### config.mk
export PLATFORM = sky130hd
export DESIGN_NAME = mps_top
export DESIGN_NICKNAME = d
export VERILOG_FILES = /design/src/mps_pkg.sv /design/src/mps_blink.sv /design/src/mps_tap.sv /design/src/mps_top.sv
export SDC_FILE = /design/constraint.sdc
export NUM_CORES = 1
export LEC_CHECK = 0
export ABC_AREA = 1
export BUFFER_PORTS_ARGS = -buffer_cell sky130_fd_sc_hd__buf_2
export CORE_AREA = 3 3 115 117
export DETAILED_ROUTE_END_ITERATION = 6
export DIE_AREA = 0 0 118 120
export GPL_ROUTABILITY_DRIVEN = 1
export PLACE_DENSITY = 0.81
export SLEW_MARGIN = 20
export SYNTH_ARGS = -nofsm -noshare
export SYNTH_HDL_FRONTEND = slang
export SYNTH_SLANG_ARGS = --single-unit
### constraint.sdc
create_clock -name clk_sys -period 3.79 [get_ports clk_sys]
set_clock_uncertainty 0.15 [all_clocks]
set_input_delay 0.5685 -clock clk_sys [delete_from_list [all_inputs] [get_ports clk_sys]]
set_output_delay 0.5685 -clock clk_sys [all_outputs]
set_load 0.03 [all_outputs]
### src/mps_pkg.sv
package mps_pkg;

    // Core clock rate and derived timing.
    localparam int unsigned CLK_HZ = 25_000_000;
    localparam int unsigned BLINK_MS = 50;
    localparam int unsigned BLINK_CYCLES = CLK_HZ / 1000 * BLINK_MS;
    localparam int unsigned BLINK_W = 21;

    // Register indices; the byte address is four times the index.
    localparam logic [13:0] IDX_LED_CFG = 14'h0460;
    localparam logic [13:0] IDX_PIN_A = 14'h0462;
    localparam logic [13:0] IDX_PIN_B = 14'h0463;
    localparam logic [13:0] IDX_STATUS = 14'h0470;
    localparam logic [13:0] IDX_MASK = 14'h0471;
    localparam logic [13:0] IDX_PIN_STATE = 14'h0472;

    // Field positions of the select and LED mode fields.
    localparam int unsigned SEL0_LSB = 0;
    localparam int unsigned SEL1_LSB = 8;
    localparam int unsigned SEL2_LSB = 0;
    localparam int unsigned LED0_LSB = 0;
    localparam int unsigned LED1_LSB = 4;
    localparam int unsigned LED2_LSB = 8;

    // Reset values.
    localparam logic [15:0] LED_CFG_RST = 16'h0010;
    localparam logic [15:0] PIN_A_RST = 16'h0000;
    localparam logic [15:0] PIN_B_RST = 16'h0001;
    localparam logic [3:0] MASK_RST = 4'h0;

    // Pin select codes.
    localparam logic [2:0] SEL_LED = 3'h0;
    localparam logic [2:0] SEL_CLK = 3'h1;
    localparam logic [2:0] SEL_WAKE = 3'h2;
    localparam logic [2:0] SEL_UV = 3'h3;
    localparam logic [2:0] SEL_SFD_TX = 3'h2;
    localparam logic [2:0] SEL_SFD_RX = 3'h3;
    localparam logic [2:0] SEL_LOW = 3'h6;
    localparam logic [2:0] SEL_HIGH = 3'h7;

    // LED mode codes.
    localparam logic [3:0] LED_LINK = 4'h0;
    localparam logic [3:0] LED_LINK_ACT = 4'h1;
    localparam logic [3:0] LED_ACT = 4'h2;
    localparam logic [3:0] LED_OFF = 4'h3;
    localparam logic [3:0] LED_ON = 4'h4;

    // Status bit positions.
    localparam int unsigned ST_WAKE = 0;
    localparam int unsigned ST_UV = 1;
    localparam int unsigned ST_TX_SFD = 2;
    localparam int unsigned ST_RX_SFD = 3;

    typedef enum logic [3:0] {
        TAP_RESET, TAP_IDLE, TAP_SEL_DR, TAP_CAP_DR, TAP_SHIFT_DR, TAP_EXIT1_DR,
        TAP_PAUSE_DR, TAP_EXIT2_DR, TAP_UPD_DR, TAP_SEL_IR, TAP_CAP_IR, TAP_SHIFT_IR,
        TAP_EXIT1_IR, TAP_PAUSE_IR, TAP_EXIT2_IR, TAP_UPD_IR
    } mps_tap_e;

    typedef struct packed {
        logic [15:0] address;
        logic read;
        logic write;
        logic [3:0] byteenable;
        logic [31:0] writedata;
    } mps_av_req_s;

    typedef struct packed {
        logic [BLINK_W-1:0] cnt;
        logic busy;
        logic dark;
        logic pend;
    } mps_blink_s;

    typedef struct packed {
        logic tck_q;
        mps_tap_e st;
        logic in_reset;
        logic [2:0] hi_cnt;
    } mps_tap_s;

    typedef struct packed {
        logic [15:0] led_cfg;
        logic [15:0] pin_a;
        logic [15:0] pin_b;
        logic [3:0] status;
        logic [3:0] mask;
        logic waitreq;
        logic [31:0] rdata;
        logic strap;
        logic strap_done;
        logic [2:0] pins;
        logic [2:0] pins_oe_n;
        logic rxd3;
        logic txclk;
        logic txclk_oe_n;
        logic irq;
    } mps_top_s;

endpackage

### src/mps_blink.sv
`timescale 1ns/1ns
module mps_blink #(
    parameter int unsigned BLINK_CYCLES = mps_pkg::BLINK_CYCLES
) (
    // Clock and reset.
    input wire logic clk_sys,
    input wire logic rst,
    // Activity in, blink phase out.
    input wire logic activity,
    output logic busy,
    output logic dark
);

    mps_pkg::mps_blink_s state_reg;
    mps_pkg::mps_blink_s state_next;

    // Toggles the dark phase once per period while activity keeps arriving.
    always_comb begin
        state_next = state_reg;
        if (activity) begin
            state_next.pend = 1'b1;
            state_next.busy = 1'b1;
        end
        if (state_reg.busy) begin
            if (state_reg.cnt == mps_pkg::BLINK_W'(BLINK_CYCLES - 1)) begin
                state_next.cnt = '0;
                state_next.dark = ~state_reg.dark;
                if (state_reg.dark && !state_reg.pend && !activity) begin
                    state_next.busy = 1'b0;
                    state_next.dark = 1'b0;
                end
                if (state_reg.dark) begin
                    state_next.pend = activity;
                end
            end else begin
                state_next.cnt = state_reg.cnt + 1'b1;
            end
        end
    end

    // State register.
    always_ff @(posedge clk_sys or posedge rst) begin
        if (rst) begin
            state_reg <= '0;
        end else begin
            state_reg <= state_next;
        end
    end

    assign busy = state_reg.busy;
    assign dark = state_reg.dark;

endmodule // mps_blink

### src/mps_tap.sv
`timescale 1ns/1ns
module mps_tap (
    // Clock and reset.
    input wire logic clk_sys,
    input wire logic rst,
    // Test port pins, sampled as levels.
    input wire logic tck,
    input wire logic tms,
    // Controller state.
    output mps_pkg::mps_tap_e tap_state,
    output logic tap_in_reset
);

    mps_pkg::mps_tap_s state_reg;
    mps_pkg::mps_tap_s state_next;
    logic tck_rise;

    // Advances the sixteen-state controller on each rising test clock.
    always_comb begin
        state_next = state_reg;
        tck_rise = tck && !state_reg.tck_q;
        state_next.tck_q = tck;
        if (tck_rise) begin
            state_next.hi_cnt = tms ? ((state_reg.hi_cnt == 3'h7) ? 3'h7
                                : state_reg.hi_cnt + 3'h1) : 3'h0;
            unique case (state_reg.st) // RQ1
                mps_pkg::TAP_RESET: state_next.st = tms ? mps_pkg::TAP_RESET : mps_pkg::TAP_IDLE;
                mps_pkg::TAP_IDLE: state_next.st = tms ? mps_pkg::TAP_SEL_DR : mps_pkg::TAP_IDLE;
                mps_pkg::TAP_SEL_DR: state_next.st = tms ? mps_pkg::TAP_SEL_IR
                                                         : mps_pkg::TAP_CAP_DR;
                mps_pkg::TAP_CAP_DR: state_next.st = tms ? mps_pkg::TAP_EXIT1_DR
                                                         : mps_pkg::TAP_SHIFT_DR;
                mps_pkg::TAP_SHIFT_DR: state_next.st = tms ? mps_pkg::TAP_EXIT1_DR
                                                           : mps_pkg::TAP_SHIFT_DR;
                mps_pkg::TAP_EXIT1_DR: state_next.st = tms ? mps_pkg::TAP_UPD_DR
                                                           : mps_pkg::TAP_PAUSE_DR;
                mps_pkg::TAP_PAUSE_DR: state_next.st = tms ? mps_pkg::TAP_EXIT2_DR
                                                           : mps_pkg::TAP_PAUSE_DR;
                mps_pkg::TAP_EXIT2_DR: state_next.st = tms ? mps_pkg::TAP_UPD_DR
                                                           : mps_pkg::TAP_SHIFT_DR;
                mps_pkg::TAP_UPD_DR: state_next.st = tms ? mps_pkg::TAP_SEL_DR : mps_pkg::TAP_IDLE;
                mps_pkg::TAP_SEL_IR: state_next.st = tms ? mps_pkg::TAP_RESET
                                                         : mps_pkg::TAP_CAP_IR;
                mps_pkg::TAP_CAP_IR: state_next.st = tms ? mps_pkg::TAP_EXIT1_IR
                                                         : mps_pkg::TAP_SHIFT_IR;
                mps_pkg::TAP_SHIFT_IR: state_next.st = tms ? mps_pkg::TAP_EXIT1_IR
                                                           : mps_pkg::TAP_SHIFT_IR;
                mps_pkg::TAP_EXIT1_IR: state_next.st = tms ? mps_pkg::TAP_UPD_IR
                                                           : mps_pkg::TAP_PAUSE_IR;
                mps_pkg::TAP_PAUSE_IR: state_next.st = tms ? mps_pkg::TAP_EXIT2_IR
                                                           : mps_pkg::TAP_PAUSE_IR;
                mps_pkg::TAP_EXIT2_IR: state_next.st = tms ? mps_pkg::TAP_UPD_IR
                                                           : mps_pkg::TAP_SHIFT_IR;
                mps_pkg::TAP_UPD_IR: state_next.st = tms ? mps_pkg::TAP_SEL_DR : mps_pkg::TAP_IDLE;
            endcase
        end
        state_next.in_reset = (state_next.st == mps_pkg::TAP_RESET);
    end

    // State register; the edge detector starts at the pulled-up test clock's idle level.
    always_ff @(posedge clk_sys or posedge rst) begin
        if (rst) begin
            state_reg <= '{tck_q: 1'b1, st: mps_pkg::TAP_RESET, in_reset: 1'b1, hi_cnt: 3'h0};
        end else begin
            state_reg <= state_next;
        end
    end

    assign tap_state = state_reg.st;
    assign tap_in_reset = state_reg.in_reset;
endmodule // mps_tap

### src/mps_top.sv
// What this block does
// [RQ1] A sixteen-state test port controller is stepped by test mode select.
// [RQ2] The tester resets the test port holding test mode select high for clocks.
// [RQ3] Pin functions come from two pin control registers at adjacent addresses.
// [RQ4] Select code zero drives the pin as an LED chosen by LED configuration.
// [RQ5] Select code one drives a clock output on any of the three pins.
// [RQ6] Code two on the second pin outputs the wake-packet interrupt.
// [RQ7] Code three on the second pin outputs the undervoltage interrupt.
// [RQ8] Pin functions exist for transmit and receive start-of-frame indications.
// [RQ9] Second pin: code six drives low, seven drives high; four, five reserved.
// [RQ10] A strap puts the 50 MHz reference clock on receive bit three.
// [RQ11] Transmit clock pin is an input only in RGMII mode, else driven.
// [RQ12] First LED shows link; second LED shows link and blinks on activity.
// [RQ13] The third pin carries the 25 MHz reference clock by default.
// [RQ14] Reset restores default selections; reserved codes drive a constant low.
`timescale 1ns/1ns
module mps_top #(
    parameter int unsigned BLINK_CYCLES = mps_pkg::BLINK_CYCLES
) (
    // Clock and reset.
    input wire logic clk_sys,
    input wire logic rst,
    // Avalon-MM slave.
    input mps_pkg::mps_av_req_s av_req,
    output logic [31:0] av_readdata,
    output logic av_waitrequest,
    // Internal sources of the pin functions.
    input wire logic link_up,
    input wire logic activity,
    input wire logic ref_clk_lvl,
    input wire logic rmii_ref_lvl,
    input wire logic wake_packet_irq,
    input wire logic undervoltage_irq,
    input wire logic tx_sfd,
    input wire logic rx_sfd,
    input wire logic rx_data3,
    input wire logic tx_clk_lvl,
    // Mode and strap levels.
    input wire logic rgmii_mode,
    input wire logic rmii_ref_strap,
    // Test port pins.
    input wire logic tck,
    input wire logic tms,
    // Multipurpose pins and driven clock pins.
    output logic multipin_zero,
    output logic multipin_one,
    output logic multipin_two,
    output logic [2:0] multipin_oe_n,
    output logic receive_bit_three,
    output logic tx_clk_out,
    output logic tx_clk_oe_n,
    // Interrupt and test port status.
    output logic irq,
    output mps_pkg::mps_tap_e tap_state,
    output logic tap_in_reset
);

    mps_pkg::mps_top_s state_reg;
    mps_pkg::mps_top_s state_next;
    logic blink_busy;
    logic blink_dark;
    logic [13:0] idx;
    logic [2:0] sel [3];
    logic [3:0] led_mode [3];
    logic [2:0] led_lvl;
    logic [3:0] events;
    logic commit;
    logic live;

    // Activity blinker for the LED outputs.
    mps_blink #(.BLINK_CYCLES(BLINK_CYCLES)) u_blink (
        .clk_sys(clk_sys),
        .rst(rst),
        .activity(activity),
        .busy(blink_busy),
        .dark(blink_dark)
    );

    // Test port controller.
    mps_tap u_tap (
        .clk_sys(clk_sys),
        .rst(rst),
        .tck(tck),
        .tms(tms),
        .tap_state(tap_state),
        .tap_in_reset(tap_in_reset)
    );

    // Applies a write to a 16-bit register under the byte enables.
    function automatic logic [15:0] wr16(input logic [15:0] old, input logic [31:0] wd,
                                         input logic [3:0] be);
        wr16 = {be[1] ? wd[15:8] : old[15:8], be[0] ? wd[7:0] : old[7:0]};
    endfunction

    // Field extraction from the control registers.
    always_comb begin
        sel[0] = state_reg.pin_a[mps_pkg::SEL0_LSB +: 3]; // RQ3
        sel[1] = state_reg.pin_a[mps_pkg::SEL1_LSB +: 3]; // RQ3
        sel[2] = state_reg.pin_b[mps_pkg::SEL2_LSB +: 3]; // RQ3
        led_mode[0] = state_reg.led_cfg[mps_pkg::LED0_LSB +: 4];
        led_mode[1] = state_reg.led_cfg[mps_pkg::LED1_LSB +: 4];
        led_mode[2] = state_reg.led_cfg[mps_pkg::LED2_LSB +: 4];
    end

    // LED level per pin from its configured indication.
    always_comb begin
        for (int i = 0; i < 3; i++) begin
            unique case (led_mode[i]) // RQ12
                mps_pkg::LED_LINK: led_lvl[i] = link_up;
                mps_pkg::LED_LINK_ACT: led_lvl[i] = link_up && !blink_dark;
                mps_pkg::LED_ACT: led_lvl[i] = blink_busy && !blink_dark;
                mps_pkg::LED_ON: led_lvl[i] = 1'b1;
                default: led_lvl[i] = 1'b0;
            endcase
        end
    end

    // Events that set the sticky status bits.
    always_comb begin
        events = '0;
        events[mps_pkg::ST_WAKE] = wake_packet_irq;
        events[mps_pkg::ST_UV] = undervoltage_irq;
        events[mps_pkg::ST_TX_SFD] = tx_sfd;
        events[mps_pkg::ST_RX_SFD] = rx_sfd;
    end

    // Next state: bus slave, status, strap capture and pin drivers.
    always_comb begin
        state_next = state_reg;
        idx = av_req.address[15:2];
        commit = !state_reg.waitreq && (av_req.read || av_req.write);
        // A request is answered one cycle after it is seen, and taken at the next edge.
        if (state_reg.waitreq && (av_req.read || av_req.write)) begin
            state_next.waitreq = 1'b0;
            state_next.rdata = '0;
            if (av_req.read) begin
                unique case (idx)
                    mps_pkg::IDX_LED_CFG: state_next.rdata[15:0] = state_reg.led_cfg;
                    mps_pkg::IDX_PIN_A: state_next.rdata[15:0] = state_reg.pin_a;
                    mps_pkg::IDX_PIN_B: state_next.rdata[15:0] = state_reg.pin_b;
                    mps_pkg::IDX_STATUS: state_next.rdata[3:0] = state_reg.status;
                    mps_pkg::IDX_MASK: state_next.rdata[3:0] = state_reg.mask;
                    mps_pkg::IDX_PIN_STATE: state_next.rdata[3:0] = {state_reg.strap,
                                                                     state_reg.pins};
                    default: state_next.rdata = '0;
                endcase
            end
        end else begin
            state_next.waitreq = 1'b1;
        end
        // Writes take effect at the edge where waitrequest is seen low.
        if (commit && av_req.write) begin
            unique case (idx)
                mps_pkg::IDX_LED_CFG: state_next.led_cfg = wr16(state_reg.led_cfg,
                                                                av_req.writedata,
                                                                av_req.byteenable);
                mps_pkg::IDX_PIN_A: state_next.pin_a = wr16(state_reg.pin_a, av_req.writedata,
                                                            av_req.byteenable); // RQ3
                mps_pkg::IDX_PIN_B: state_next.pin_b = wr16(state_reg.pin_b, av_req.writedata,
                                                            av_req.byteenable); // RQ3
                mps_pkg::IDX_MASK: if (av_req.byteenable[0]) begin
                    state_next.mask = av_req.writedata[3:0];
                end
                default: state_next.mask = state_reg.mask;
            endcase
        end
        // Reading status clears only the bits it returned; a new event wins.
        state_next.status = state_reg.status;
        if (commit && av_req.read && idx == mps_pkg::IDX_STATUS) begin
            state_next.status = state_reg.status & ~state_reg.rdata[3:0];
        end
        state_next.status = state_next.status | events;
        state_next.irq = |(state_next.status & state_next.mask);
        // The strap is caught once, on the first edge after reset release.
        if (!state_reg.strap_done) begin
            state_next.strap = rmii_ref_strap;
            state_next.strap_done = 1'b1;
        end
        state_next.rxd3 = (state_reg.strap_done && state_reg.strap) ? rmii_ref_lvl
                          : rx_data3; // RQ10
        state_next.txclk = tx_clk_lvl;
        state_next.txclk_oe_n = rgmii_mode; // RQ11
        state_next.pins_oe_n = 3'h0;
        // Pin multiplexer; unlisted and reserved codes drive a constant low.
        for (int i = 0; i < 3; i++) begin
            state_next.pins[i] = 1'b0; // RQ14
            if (sel[i] == mps_pkg::SEL_LED) begin
                state_next.pins[i] = led_lvl[i]; // RQ4
            end else if (sel[i] == mps_pkg::SEL_CLK) begin
                state_next.pins[i] = ref_clk_lvl; // RQ5
            end else if (i == 1) begin
                unique case (sel[i])
                    mps_pkg::SEL_WAKE: state_next.pins[i] = wake_packet_irq; // RQ6
                    mps_pkg::SEL_UV: state_next.pins[i] = undervoltage_irq; // RQ7
                    mps_pkg::SEL_HIGH: state_next.pins[i] = 1'b1; // RQ9
                    default: state_next.pins[i] = 1'b0; // RQ9
                endcase
            end else if (sel[i] == mps_pkg::SEL_SFD_TX) begin
                state_next.pins[i] = tx_sfd; // RQ8
            end else if (sel[i] == mps_pkg::SEL_SFD_RX) begin
                state_next.pins[i] = rx_sfd; // RQ8
            end
        end
    end

    // State register; pins float during reset and defaults return.
    always_ff @(posedge clk_sys or posedge rst) begin
        if (rst) begin
            state_reg <= '0;
            state_reg.led_cfg <= mps_pkg::LED_CFG_RST; // RQ12
            state_reg.pin_a <= mps_pkg::PIN_A_RST; // RQ14
            state_reg.pin_b <= mps_pkg::PIN_B_RST; // RQ13
            state_reg.mask <= mps_pkg::MASK_RST;
            state_reg.waitreq <= 1'b1;
            state_reg.pins_oe_n <= 3'h7;
            state_reg.txclk_oe_n <= 1'b1;
        end else begin
            state_reg <= state_next;
        end
    end

    // Outputs straight from the state register.
    assign av_readdata = state_reg.rdata;
    assign av_waitrequest = state_reg.waitreq;
    assign multipin_zero = state_reg.pins[0];
    assign multipin_one = state_reg.pins[1];
    assign multipin_two = state_reg.pins[2];
    assign multipin_oe_n = state_reg.pins_oe_n;
    assign receive_bit_three = state_reg.rxd3;
    assign tx_clk_out = state_reg.txclk;
    assign tx_clk_oe_n = state_reg.txclk_oe_n;
    assign irq = state_reg.irq;

    // High once the pins have left their reset level.
    assign live = (state_reg.pins_oe_n == 3'h0);
endmodule // mps_top

==> summary.txt, run 1 <==
Power and ir drop
  – Sequential group share of total power: 0.385
  – Total power divided by cell area: ~480 mW/mm2
  – Share of total power in combinational logic: 0.127
  – Cell internal power dissipation: around 2500 uW
  – Maximum VDD drop: 0.0002905 V
  – Leakage power figure: 0.003723 uW
  – Net switching power figure: 894.5 uW
  – Switching fraction of total power: 0.2663
  – Power share of the clock group: 0.488

STA
  – Final sum of negative setup slack: 0 ps
  – RSZ-0062 raised after global routing: false
  – Min Clock Period, post-route: 2183 ps
  – Final setup violation count: 0
  – Slew Limit Fails: 0
  – Hold Vio Cnt, Final: 0
  – Worst relative slew slack: 0.4381
  – Transition time of the tightest slew-check pin: approximately 840 ps
  – Maximum frequency from static timing analysis: 458.1 MHz
  – Fraction of the cycle the final worst path needs: 0.5760

Floorplan
  – Floorplan die width: around 120 um
  – Core Area: 0.01247 mm2
  – Effective utilization at floorplan: 0.4907
  – Die Area: 0.01416 mm2
  – Count of boundary I/O pins: 118
  – Height of the chip: between 100 and 150 um
  – Row count: between 40 and 50

Setup path
  – Sequence of cells on the critical path: buf_2 -> nor2_2 -> nand3_4 -> nor2_4 -> buf_4 -> nand2_2 -> inv_2 -> nand2_2 -> nand2_1 -> o21ai_1
  – Levels on crit path: 10
  – Highest fanout seen on the critical path: 21
  – Crit Path Category: in -> reg
  – Worst-case reg-to-reg path depth: 6
  – Most prevalent standard cell on the critical path: nand2_2
  – Startpoint kind of the worst setup timing path: primary input
  – Buffer and inverter count on the worst path: 3
  – Slowest Stage Delay on Critical Path: 270 ps
  – WP data required: 3930 ps
  – CP Data Arrival Time: 2320 ps
  – Crit-path leading delay family: simple AND/OR/NAND/NOR gates
  – Type of destination of the critical path: flip-flop
  – Slowest CP cell: buf_4

Min path
  – Type of the tightest min-delay check: in -> reg
  – Worst hold stages: 1

Finish
  – Max FFs per register: 37
  – Count of filler cells inserted in the layout: between 1000 and 1500
  – Area delta synth->final: 15.30%
  – Fraction of final layout cells sized beyond drive strength 1: 0.2061
  – Net count reported at finish: a little over 900
  – Cell area after layout: approximately 0.0071 mm2

Route
  – Mean routed wirelength per cell: approximately 14 um
  – Count of nets left with antenna violations after detail routing: 0
  – Detailed-route via count: 5179
  – Drt total wl: roughly 14000 um
  – Drt drc: 0
  – Vias per cell: around 5.0
  – Pre-Repair DR Iteration Count: 6
  – Initial drt markers: 470

Place
  – Cell area after placement: 0.006435 mm2
  – HPWL after detailed placement: around 9900 um
  – Placer Congestion: about 0.9
  – Port Buffer Count: between 80 and 90

Clock network
  – Clk_lat worst skew: between 400 and 500 ps
  – Post-CTS Repair Setup Buffers: 0
  – Number of buffers inserted during clock tree synthesis: 17
  – PostCTS Resize Cnt: 0
  – Number of clock sinks: approximately 110
  – Clock-pin slew reported for the worst setup and hold paths after clock tree synthesis: approximately 50 ps
  – Largest buffer count on any clock path: 2
  – TritonCTS clock tree: yes
  – Clock tree root driver cell: clkbuf_16
  – Clock H-tree levels: 4
  – CTS Hold Buffers Added: 0

GRT
  – Number of antenna violations at the first check in global routing: 2
  – Maximum number of pins on one net before global-route repair: 62
  – First-pass GRT wire length: 23760 um
  – Tot GR Track Use: 0.2074
  – Total congestion overflow: 0
  – Via count of the first global-routing pass: about 4900

Logic synthesis
  – Synth top area share: 0.4336
  – Top flip-flop cell by instance count after synthesis: dfrtp_1
  – Cell area after synthesis: about 0.0061 mm2
  – Sequential-to-total area share from yosys stat: 0.4637
  – Cells after synthesis: approximately 780
  – Number of distinct library cell variants in the gate-level netlist after synthesis: 42
  – Ranking of synthesized cells by area: dfrtp_1 43%, nand2_1 14%, inv_1 5.8%
  – Syn avg cell area: ~7.9 um2
  – Leading area contributor after synthesis: dfrtp_1
  – EDFF count, synth: 0
  – Flip-flop and latch count after synthesis: around 110
  – Most numerous cell in the Yosys netlist: nand2_1
  – Async set-reset flop share out of synthesis: 1.000
  – Count of synthesis-stage warnings from yosys: 0
  – List of most frequent post-synthesis cells: 223 x nand2_1, 106 x dfrtp_1, 95 x inv_1, 54 x nand3_1, 46 x nor2_1

Outcome
  – Status: finished, final reports clean

Job
  – Number of max-capacitance violations reported: 0
cell type report:
cell class / instances / area (um2) / share of cell area
multi-input cells: 523 / 2570 / 0.3644
repair buffers: 84 / 427.9 / 0.06067
diodes: 1 / 2.502 / 0.0003548
well taps: 172 / 215.2 / 0.03051
clock inverters: 10 / 131.4 / 0.01863
flip-flops and latches: 113 / 2836 / 0.4022
inverters: 102 / 385.4 / 0.05464
clock buffers: 22 / 484.2 / 0.06865
layer usage:
metal	vias up	GRT usage	part of all wire
met3	25	0.05372	0.064
met1	2409	0.2726	0.43
met5	-	0	0.00093
met2	174	0.3317	0.48
met4	2	0.07912	0.018
li1	2569	-	-
power groups by stage:
stage	Sequential (uW)	Combinational (uW)	Clock (uW)
3_5_place_dp	1310	424	0
6_report	1290	427	1640
4_1_cts	1290	430	1660
5_1_grt	1300	478	1720
2_1_floorplan	1320	332	0
3_3_place_gp	1310	424	0
through the flow:
step	instances	util	total power, uW	hold slack, ps	setup WS, ps
floorplan	792	-	1654	285.4	95.73
global placement	994	0.5162	1735	292.0	1306
detailed placement	994	0.5162	1734	302.3	1234
CTS	1026	0.5656	3378	87.67	1613
global route	1027	0.5658	3493	86.30	1472
finish	1027	0.5658	3359	99.86	1607
kinds of logic after synthesis:
family,Yosys count,synth area share
flip-flops,113,0.4637
multiplexers,1,0.001841
buffers and inverters,156,0.1260
other,2,0.001228
XOR/XNOR,13,0.01861
adder cells (fa/ha/maj),1,0.002045
AO/OA/AOI/OAI,97,0.09511
AND/OR/NAND/NOR,393,0.2915
cells in the final DEF (no fill, tap or decap), types with 4 or more instances in the layout:
cell type and count:
dfrtp_1 106, nor2_4 5, nor2_2 5, nand2_1 223, o21ai_0 16, inv_2 6
a21oi_1 13, clkbuf_16 17, clkinv_2 5, nor3_1 17, buf_2 81, inv_1 94
nor2_1 46, nand2_2 9, nor3_2 4, o22ai_1 4, o21ai_1 37, conb_1 18
o211ai_1 5, nand4_1 17, nand3_1 54, o21ai_2 16, dfstp_2 7, clkbuf_8 4
xor2_1 11
path summary, 6_finish.rpt:
kind                       slack (ps)           start              end
min in group asynchronous         150             rst     multipin_two
min                               100      rgmii_mode      tx_clk_oe_n
max in group asynchronous        2470             rst      tx_clk_oe_n
max reg2reg                      1800  av_waitrequest  av_readdata[10]
min reg2reg                       310   state_reg[10]    state_reg[11]
max                              1610      av_req[49]      led_mode[3]
Note: power is estimated with default switching activity, not from simulation.
==> inputs of run 2 (changes only) <==
- CORE_AREA: 3 3 115 117 -> 3 3 109 111
- DIE_AREA: 0 0 118 120 -> 0 0 112 114
- PLACE_DENSITY: 0.81 -> 0.85
- clock period: 3.79 -> 2.2 ns (I/O delays scaled with it)
==> run 2 against run 1 <==
First-iteration DRC count rose by 19%. Wire length rose by 11%. Hold slack got worse by 86 ps. Sequential share of layout area fell by 1.3 points. Setup slack got worse by 1300 ps. Final cell count fell by 0.19%. Critical path type is now reg -> reg. Largest power group unchanged.
==> summary.txt, run 2 (synthesis gave the netlist of run 1 again) <==
Clock network
  – Post-CTS Repair Setup Buffers: 0
  – Clock H-tree levels: 4
  – TritonCTS clock tree: yes
  – Clock-pin slew reported for the worst setup and hold paths after clock tree synthesis: ~60 ps
  – Number of buffers inserted during clock tree synthesis: 17
  – Clock tree root driver cell: clkbuf_8
  – Largest buffer count on any clock path: 2
  – Clk_lat worst skew: approximately 520 ps
  – Number of clock sinks: between 100 and 150

Finish
  – Area of the multi-input gates: 0.002570 mm2
  – Area delta synth->final: 19.29%
  – Commonest non-fill, non-tap cells in the layout: 223 x nand2_1, 106 x dfrtp_1, 94 x inv_1
  – Max FFs per register: 37
  – Fraction of final layout cells sized beyond drive strength 1: 0.2023
  – Antenna diodes: 0
  – Count of filler cells inserted in the layout: about 830
  – Cell area after layout: roughly 0.0073 mm2
  – Net count reported at finish: roughly 940
  – Final cell utilization of the core: 0.6702
  – Combined flip-flop and latch cell area: 0.002836 mm2
  – Commonest non-fill, non-tap cell in the layout: nand2_1

STA
  – Final sum of negative setup slack: 0 ps
  – Min Clock Period, post-route: about 1900 ps
  – Fraction of the cycle the final worst path needs: 0.8564
  – Transition time of the tightest slew-check pin: between 500 and 600 ps
  – Slew Limit Fails: 0
  – Slack of the critical path: 315.8 ps
  – Final setup violation count: 0
  – Maximum frequency from static timing analysis: ~530 MHz
  – Worst relative slew slack: 0.6525
  – Hold Vio Cnt, Final: 0
  – RSZ-0062 raised after global routing: false

Min path
  – Type of the tightest min-delay check: in -> reg

GRT
  – Number of antenna violations at the first check in global routing: 0
  – Tot GR Track Use: 0.2538
  – Via count of the first global-routing pass: around 5600
  – Total congestion overflow: 0
  – Maximum number of pins on one net before global-route repair: 78
  – First-pass GRT wire length: roughly 26000 um

Setup path
  – Highest fanout seen on the critical path: 5
  – Crit Path Category: reg -> reg
  – Startpoint kind of the worst setup timing path: flip-flop
  – CP Data Arrival Time: roughly 2100 ps
  – WP data required: 2450 ps
  – Type of destination of the critical path: flip-flop

Route
  – Drt drc: 0
  – Vias per cell: approximately 5.4
  – Detailed-route via count: 5531
  – Initial drt markers: 560
  – Pre-Repair DR Iteration Count: 6
  – Count of nets left with antenna violations after detail routing: 0
  – Mean routed wirelength per cell: roughly 15 um
  – Drt total wl: about 16000 um

Floorplan
  – Die Area: about 0.013 mm2
  – Row count: 38
  – Height of the chip: around 110 um
  – Effective utilization at floorplan: 0.5618
  – Core Area: approximately 0.011 mm2
  – Floorplan die width: around 110 um
  – Count of boundary I/O pins: 118

Power and ir drop
  – Maximum VDD drop: slightly above 0.0006 V
  – Post-layout total power: 5698 uW
  – Leakage power figure: around 0.0038 uW
  – Total power divided by cell area: roughly 780 mW/mm2

Place
  – Cell area after placement: 0.006459 mm2
  – Placer Congestion: 0.8996
  – Worst slack after detailed placement: 100.3 ps
  – Port Buffer Count: 81
  – HPWL after detailed placement: 10250 um

Outcome
  – Status: finished, final reports clean

Job
  – Number of max-capacitance violations reported: 0
-- run 2: cell count changes in the layout (fill, tap and decap cells not counted) --
cell	delta
clkinvlp_4	+2
clkbuf_16	-1
inv_4	-1
clkbuf_8	-2
diode_2	-1
buf_4	+3
clkbuf_1	+2
buf_12	+2
dlygate4sd3_1	+26
-- run 2: path summary, 6_finish.rpt --
| check | from | endpoint | depth (start not counted) | slack [ps] |
|---|---|---|---|---|
| setup / recovery | u_blink.state_reg[4] | u_blink.state_reg[23] | 8 | 320 |
| hold / removal | av_req[1] | sel[1] | 3 | 10 |
| setup reg to reg | u_blink.state_reg[4] | u_blink.state_reg[23] | 8 | 320 |
| hold reg to reg | state_reg[10] | state_reg[11] | 1 | 320 |
| max in group asynchronous | rst | tx_clk_oe_n | 4 | 1200 |
| min in group asynchronous | rst | av_readdata[1] | 4 | 280 |
-- run 2: cell type report --
cell class              count  share of cell area
clock buffers              21             0.06019
clock inverters            11             0.01903
inverters                 102             0.05298
multi-input cells         523              0.3522
flip-flops and latches    113              0.3887
well taps                 140             0.02401
repair buffers            115              0.1029
-- run 2: critical path: stages, from the launching register on --
cell,delay [ps]
dfrtp_1,380
ha_1,240
nand2_1,90
nor3_2,240
nand3_1,180
nor2_1,220
nand4_1,130
nand2_1,80
nor2_1,60
-- run 2: through the flow --
stage / instances / hold WS, ps
2_1_floorplan: 792 / 184.5
3_3_place_gp: 967 / 276.1
3_5_place_dp: 967 / 284.3
4_1_cts: 1025 / 0.5251
5_1_grt: 1025 / 6.915
6_report: 1025 / 13.93
-- run 2: what timing repair did --
item / in CTS / in global routing
resized for setup: 0 / 0
hold endpoints to repair: 158 / 0
hold buffers: 26 / 0
-- run 2: metal layers --
metal | global-route usage | share of wire
met1 | 0.3145 | 0.41
met2 | 0.4281 | 0.49
met3 | 0.05889 | 0.073
met4 | 0.1106 | 0.026
met5 | 0 | 0
-- run 2: power breakdown --
part           internal [uW]  switching, uW  leakage, uW  total [uW]
clock network           1740            951     0.000281        2690
registers               2150           69.6      0.00149        2220
logic                    244            540      0.00207         785
==> inputs of run 3 (changes only) <==
- CELL_PAD_IN_SITES_DETAIL_PLACEMENT: not set -> 2
- CELL_PAD_IN_SITES_GLOBAL_PLACEMENT: not set -> 2
- CORE_AREA: 3 3 109 111 -> 3 3 143 145
- DIE_AREA: 0 0 112 114 -> 0 0 146 148
==> run 3 against run 2 <==
Design area is 1.3% higher. First-iteration DRC count is 53% lower. Utilization is 29 points lower. Fmax is 4.4% lower. Critical path type unchanged. Critical endpoint is now u_blink.busy.
==> summary.txt, run 3 (synthesis gave the netlist of run 1 again) <==
Outcome
  – Status: finished, final reports clean

Finish
  – Max FFs per register: 37
  – Combined flip-flop and latch cell area: roughly 0.0028 mm2
  – Commonest non-fill, non-tap cells in the layout: 223 x nand2_1, 106 x dfrtp_1, 94 x inv_1
  – Final cell utilization of the core: 0.3825
  – Fraction of final layout cells sized beyond drive strength 1: 0.2183
  – Area of the multi-input gates: around 0.0026 mm2
  – Area delta synth->final: 20.88%
  – Count of non-filler cells in the finished layout: around 1100
  – Commonest non-fill, non-tap cell in the layout: nand2_1
  – Antenna diodes: 0
  – Net count reported at finish: ~930
  – Count of filler cells inserted in the layout: about 2200

Power and ir drop
  – Maximum VDD drop: about 0.00055 V
  – Leakage power figure: 0.003818 uW
  – Net switching power figure: between 1500 and 2000 uW
  – Switching fraction of total power: 0.2849
  – Cell internal power dissipation: 4331 uW
  – Sequential group share of total power: 0.368
  – Share of total power in combinational logic: 0.132
  – Total power divided by cell area: ~820 mW/mm2
  – Power share of the clock group: 0.500

STA
  – Fraction of the cycle the final worst path needs: 0.8961
  – Worst relative slew slack: 0.5701
  – RSZ-0062 raised after global routing: false
  – Hold Vio Cnt, Final: 0
  – Min Clock Period, post-route: around 2000 ps
  – Final sum of negative setup slack: 0 ps
  – Transition time of the tightest slew-check pin: between 600 and 700 ps
  – Final setup violation count: 0
  – Maximum frequency from static timing analysis: 507.2 MHz
  – Slew Limit Fails: 0

Clock network
  – Clock-pin slew reported for the worst setup and hold paths after clock tree synthesis: about 60 ps
  – Number of buffers inserted during clock tree synthesis: 17
  – Clock H-tree levels: 4
  – Number of clock sinks: between 100 and 150
  – Clk_lat worst skew: 420 ps
  – Largest buffer count on any clock path: 2
  – TritonCTS clock tree: yes
  – Clock tree root driver cell: clkbuf_16

Setup path
  – WP data required: between 2000 and 2500 ps
  – Most prevalent standard cell on the critical path: nand2_1
  – Slowest Stage Delay on Critical Path: 460 ps
  – Highest fanout seen on the critical path: 6
  – Type of destination of the critical path: flip-flop
  – Sequence of cells on the critical path: inv_1 -> nand4_1 -> nor2_1 -> nand2_1 -> nor2_1 -> nand2_1 -> o21ai_1 -> nand2_1
  – CP Data Arrival Time: 2130 ps
  – Crit Path Category: reg -> reg
  – Startpoint kind of the worst setup timing path: flip-flop
  – Slowest CP cell: dfrtp_1

Floorplan
  – Height of the chip: 148 um
  – Count of boundary I/O pins: about 120
  – Floorplan die width: around 150 um
  – Core Area: ~0.019 mm2
  – Die Area: between 0.02 and 0.025 mm2
  – Effective utilization at floorplan: 0.3164
  – Row count: between 50 and 60

Place
  – Total instance count after detailed placement: 1100
  – HPWL after detailed placement: roughly 14000 um
  – Port Buffer Count: slightly above 80
  – Placer Congestion: a little under 0.8

GRT
  – Maximum number of pins on one net before global-route repair: 114
  – Via count of the first global-routing pass: 6302
  – Tot GR Track Use: 0.1995
  – Total congestion overflow: 0
  – First-pass GRT wire length: about 34000 um
  – Number of antenna violations at the first check in global routing: 0

Job
  – Number of max-capacitance violations reported: 0

Min path
  – Type of the tightest min-delay check: in -> reg

Route
  – Initial drt markers: ~260
  – Mean routed wirelength per cell: about 18 um
  – Pre-Repair DR Iteration Count: 5
  – Drt drc: 0
  – Drt total wl: 20940 um
  – Count of nets left with antenna violations after detail routing: 0
  – Detailed-route via count: between 5000 and 6000
  – Vias per cell: slightly below 5
[run 3: changes by cell type in the layout (fill, tap and decap cells not counted), moves of 2 or more]
| cell | previous run | this run |
|---|---|---|
| dlygate4sd3_1 | 26 | 8 |
| buf_4 | 6 | 15 |
| clkinv_2 | 5 | 1 |
| clkbuf_1 | 3 | 1 |
| clkinvlp_4 | 3 | 5 |
[run 3: per-layer routing]
| metal | GRT usage | up-vias | share of wire |
|---|---|---|---|
| met5 | 0 | - | 0 |
| met4 | 0.06350 | 0 | 0.016 |
| met3 | 0.03679 | 25 | 0.035 |
| met2 | 0.3566 | 126 | 0.52 |
| met1 | 0.2444 | 2803 | 0.43 |
| li1 | - | 2596 | - |
[run 3: layout make-up]
| class | count | share of cell area |
|---|---|---|
| multi-input cells | 523 | 0.3494 |
| flip-flops and latches | 113 | 0.3836 |
| inverters | 102 | 0.05228 |
| clock inverters | 12 | 0.02453 |
| clock buffers | 20 | 0.06176 |
| repair buffers | 105 | 0.08359 |
| well taps | 265 | 0.04484 |
[run 3: power groups by stage]
| stage | registers (uW) | logic [uW] | clock network (uW) |
|---|---|---|---|
| after detailed placement | 2260 | 792 | 0 |
| final | 2230 | 799 | 3030 |
| after global routing | 2240 | 906 | 3180 |
| after CTS | 2230 | 813 | 3060 |
| after global placement | 2260 | 768 | 0 |
| after floorplan | 2280 | 573 | 0 |
[run 3: per-stage QoR]
step                      worst slack (ps)  hold slack [ps]  cell area (um2)  power (uW)
after floorplan                      354.3            184.5             6181        2851
after global placement               158.7            285.0             6663        3028
after detailed placement             51.77            286.2             6663        3057
after CTS                            86.21            34.80             7381        6106
after global routing                 8.447            61.77             7395        6324
final                                228.5            44.33             7395        6057
[run 3: worst max-delay path: cells and delay by family, from the launching register on]
family	cells	cell delay (ps)
AO/OA/AOI/OAI	1	140
buffers and inverters	1	110
flip-flops	1	460
AND/OR/NAND/NOR	6	990
[run 3: final timing paths]
kind	start	endpoint	slack, ps	cells after the start
max	u_blink.state_reg[18]	u_blink.busy	230	8
min	undervoltage_irq	state_reg[50]	40	2
max reg2reg	u_blink.state_reg[18]	u_blink.busy	230	8
min reg2reg	state_reg[10]	state_reg[11]	310	1
max in group asynchronous	rst	av_readdata[13]	910	4
min in group asynchronous	rst	sel[2]	490	4
[run 3: what timing repair did]
| item | CTS | global route |
|---|---|---|
| endpoints found under the hold margin | 94 | 0 |
| endpoints found under the setup margin | 0 | 4 |
| hold buffers | 8 | 0 |
| gates resized for setup | 0 | 3 |
| buffers inserted | 0 | 0 |
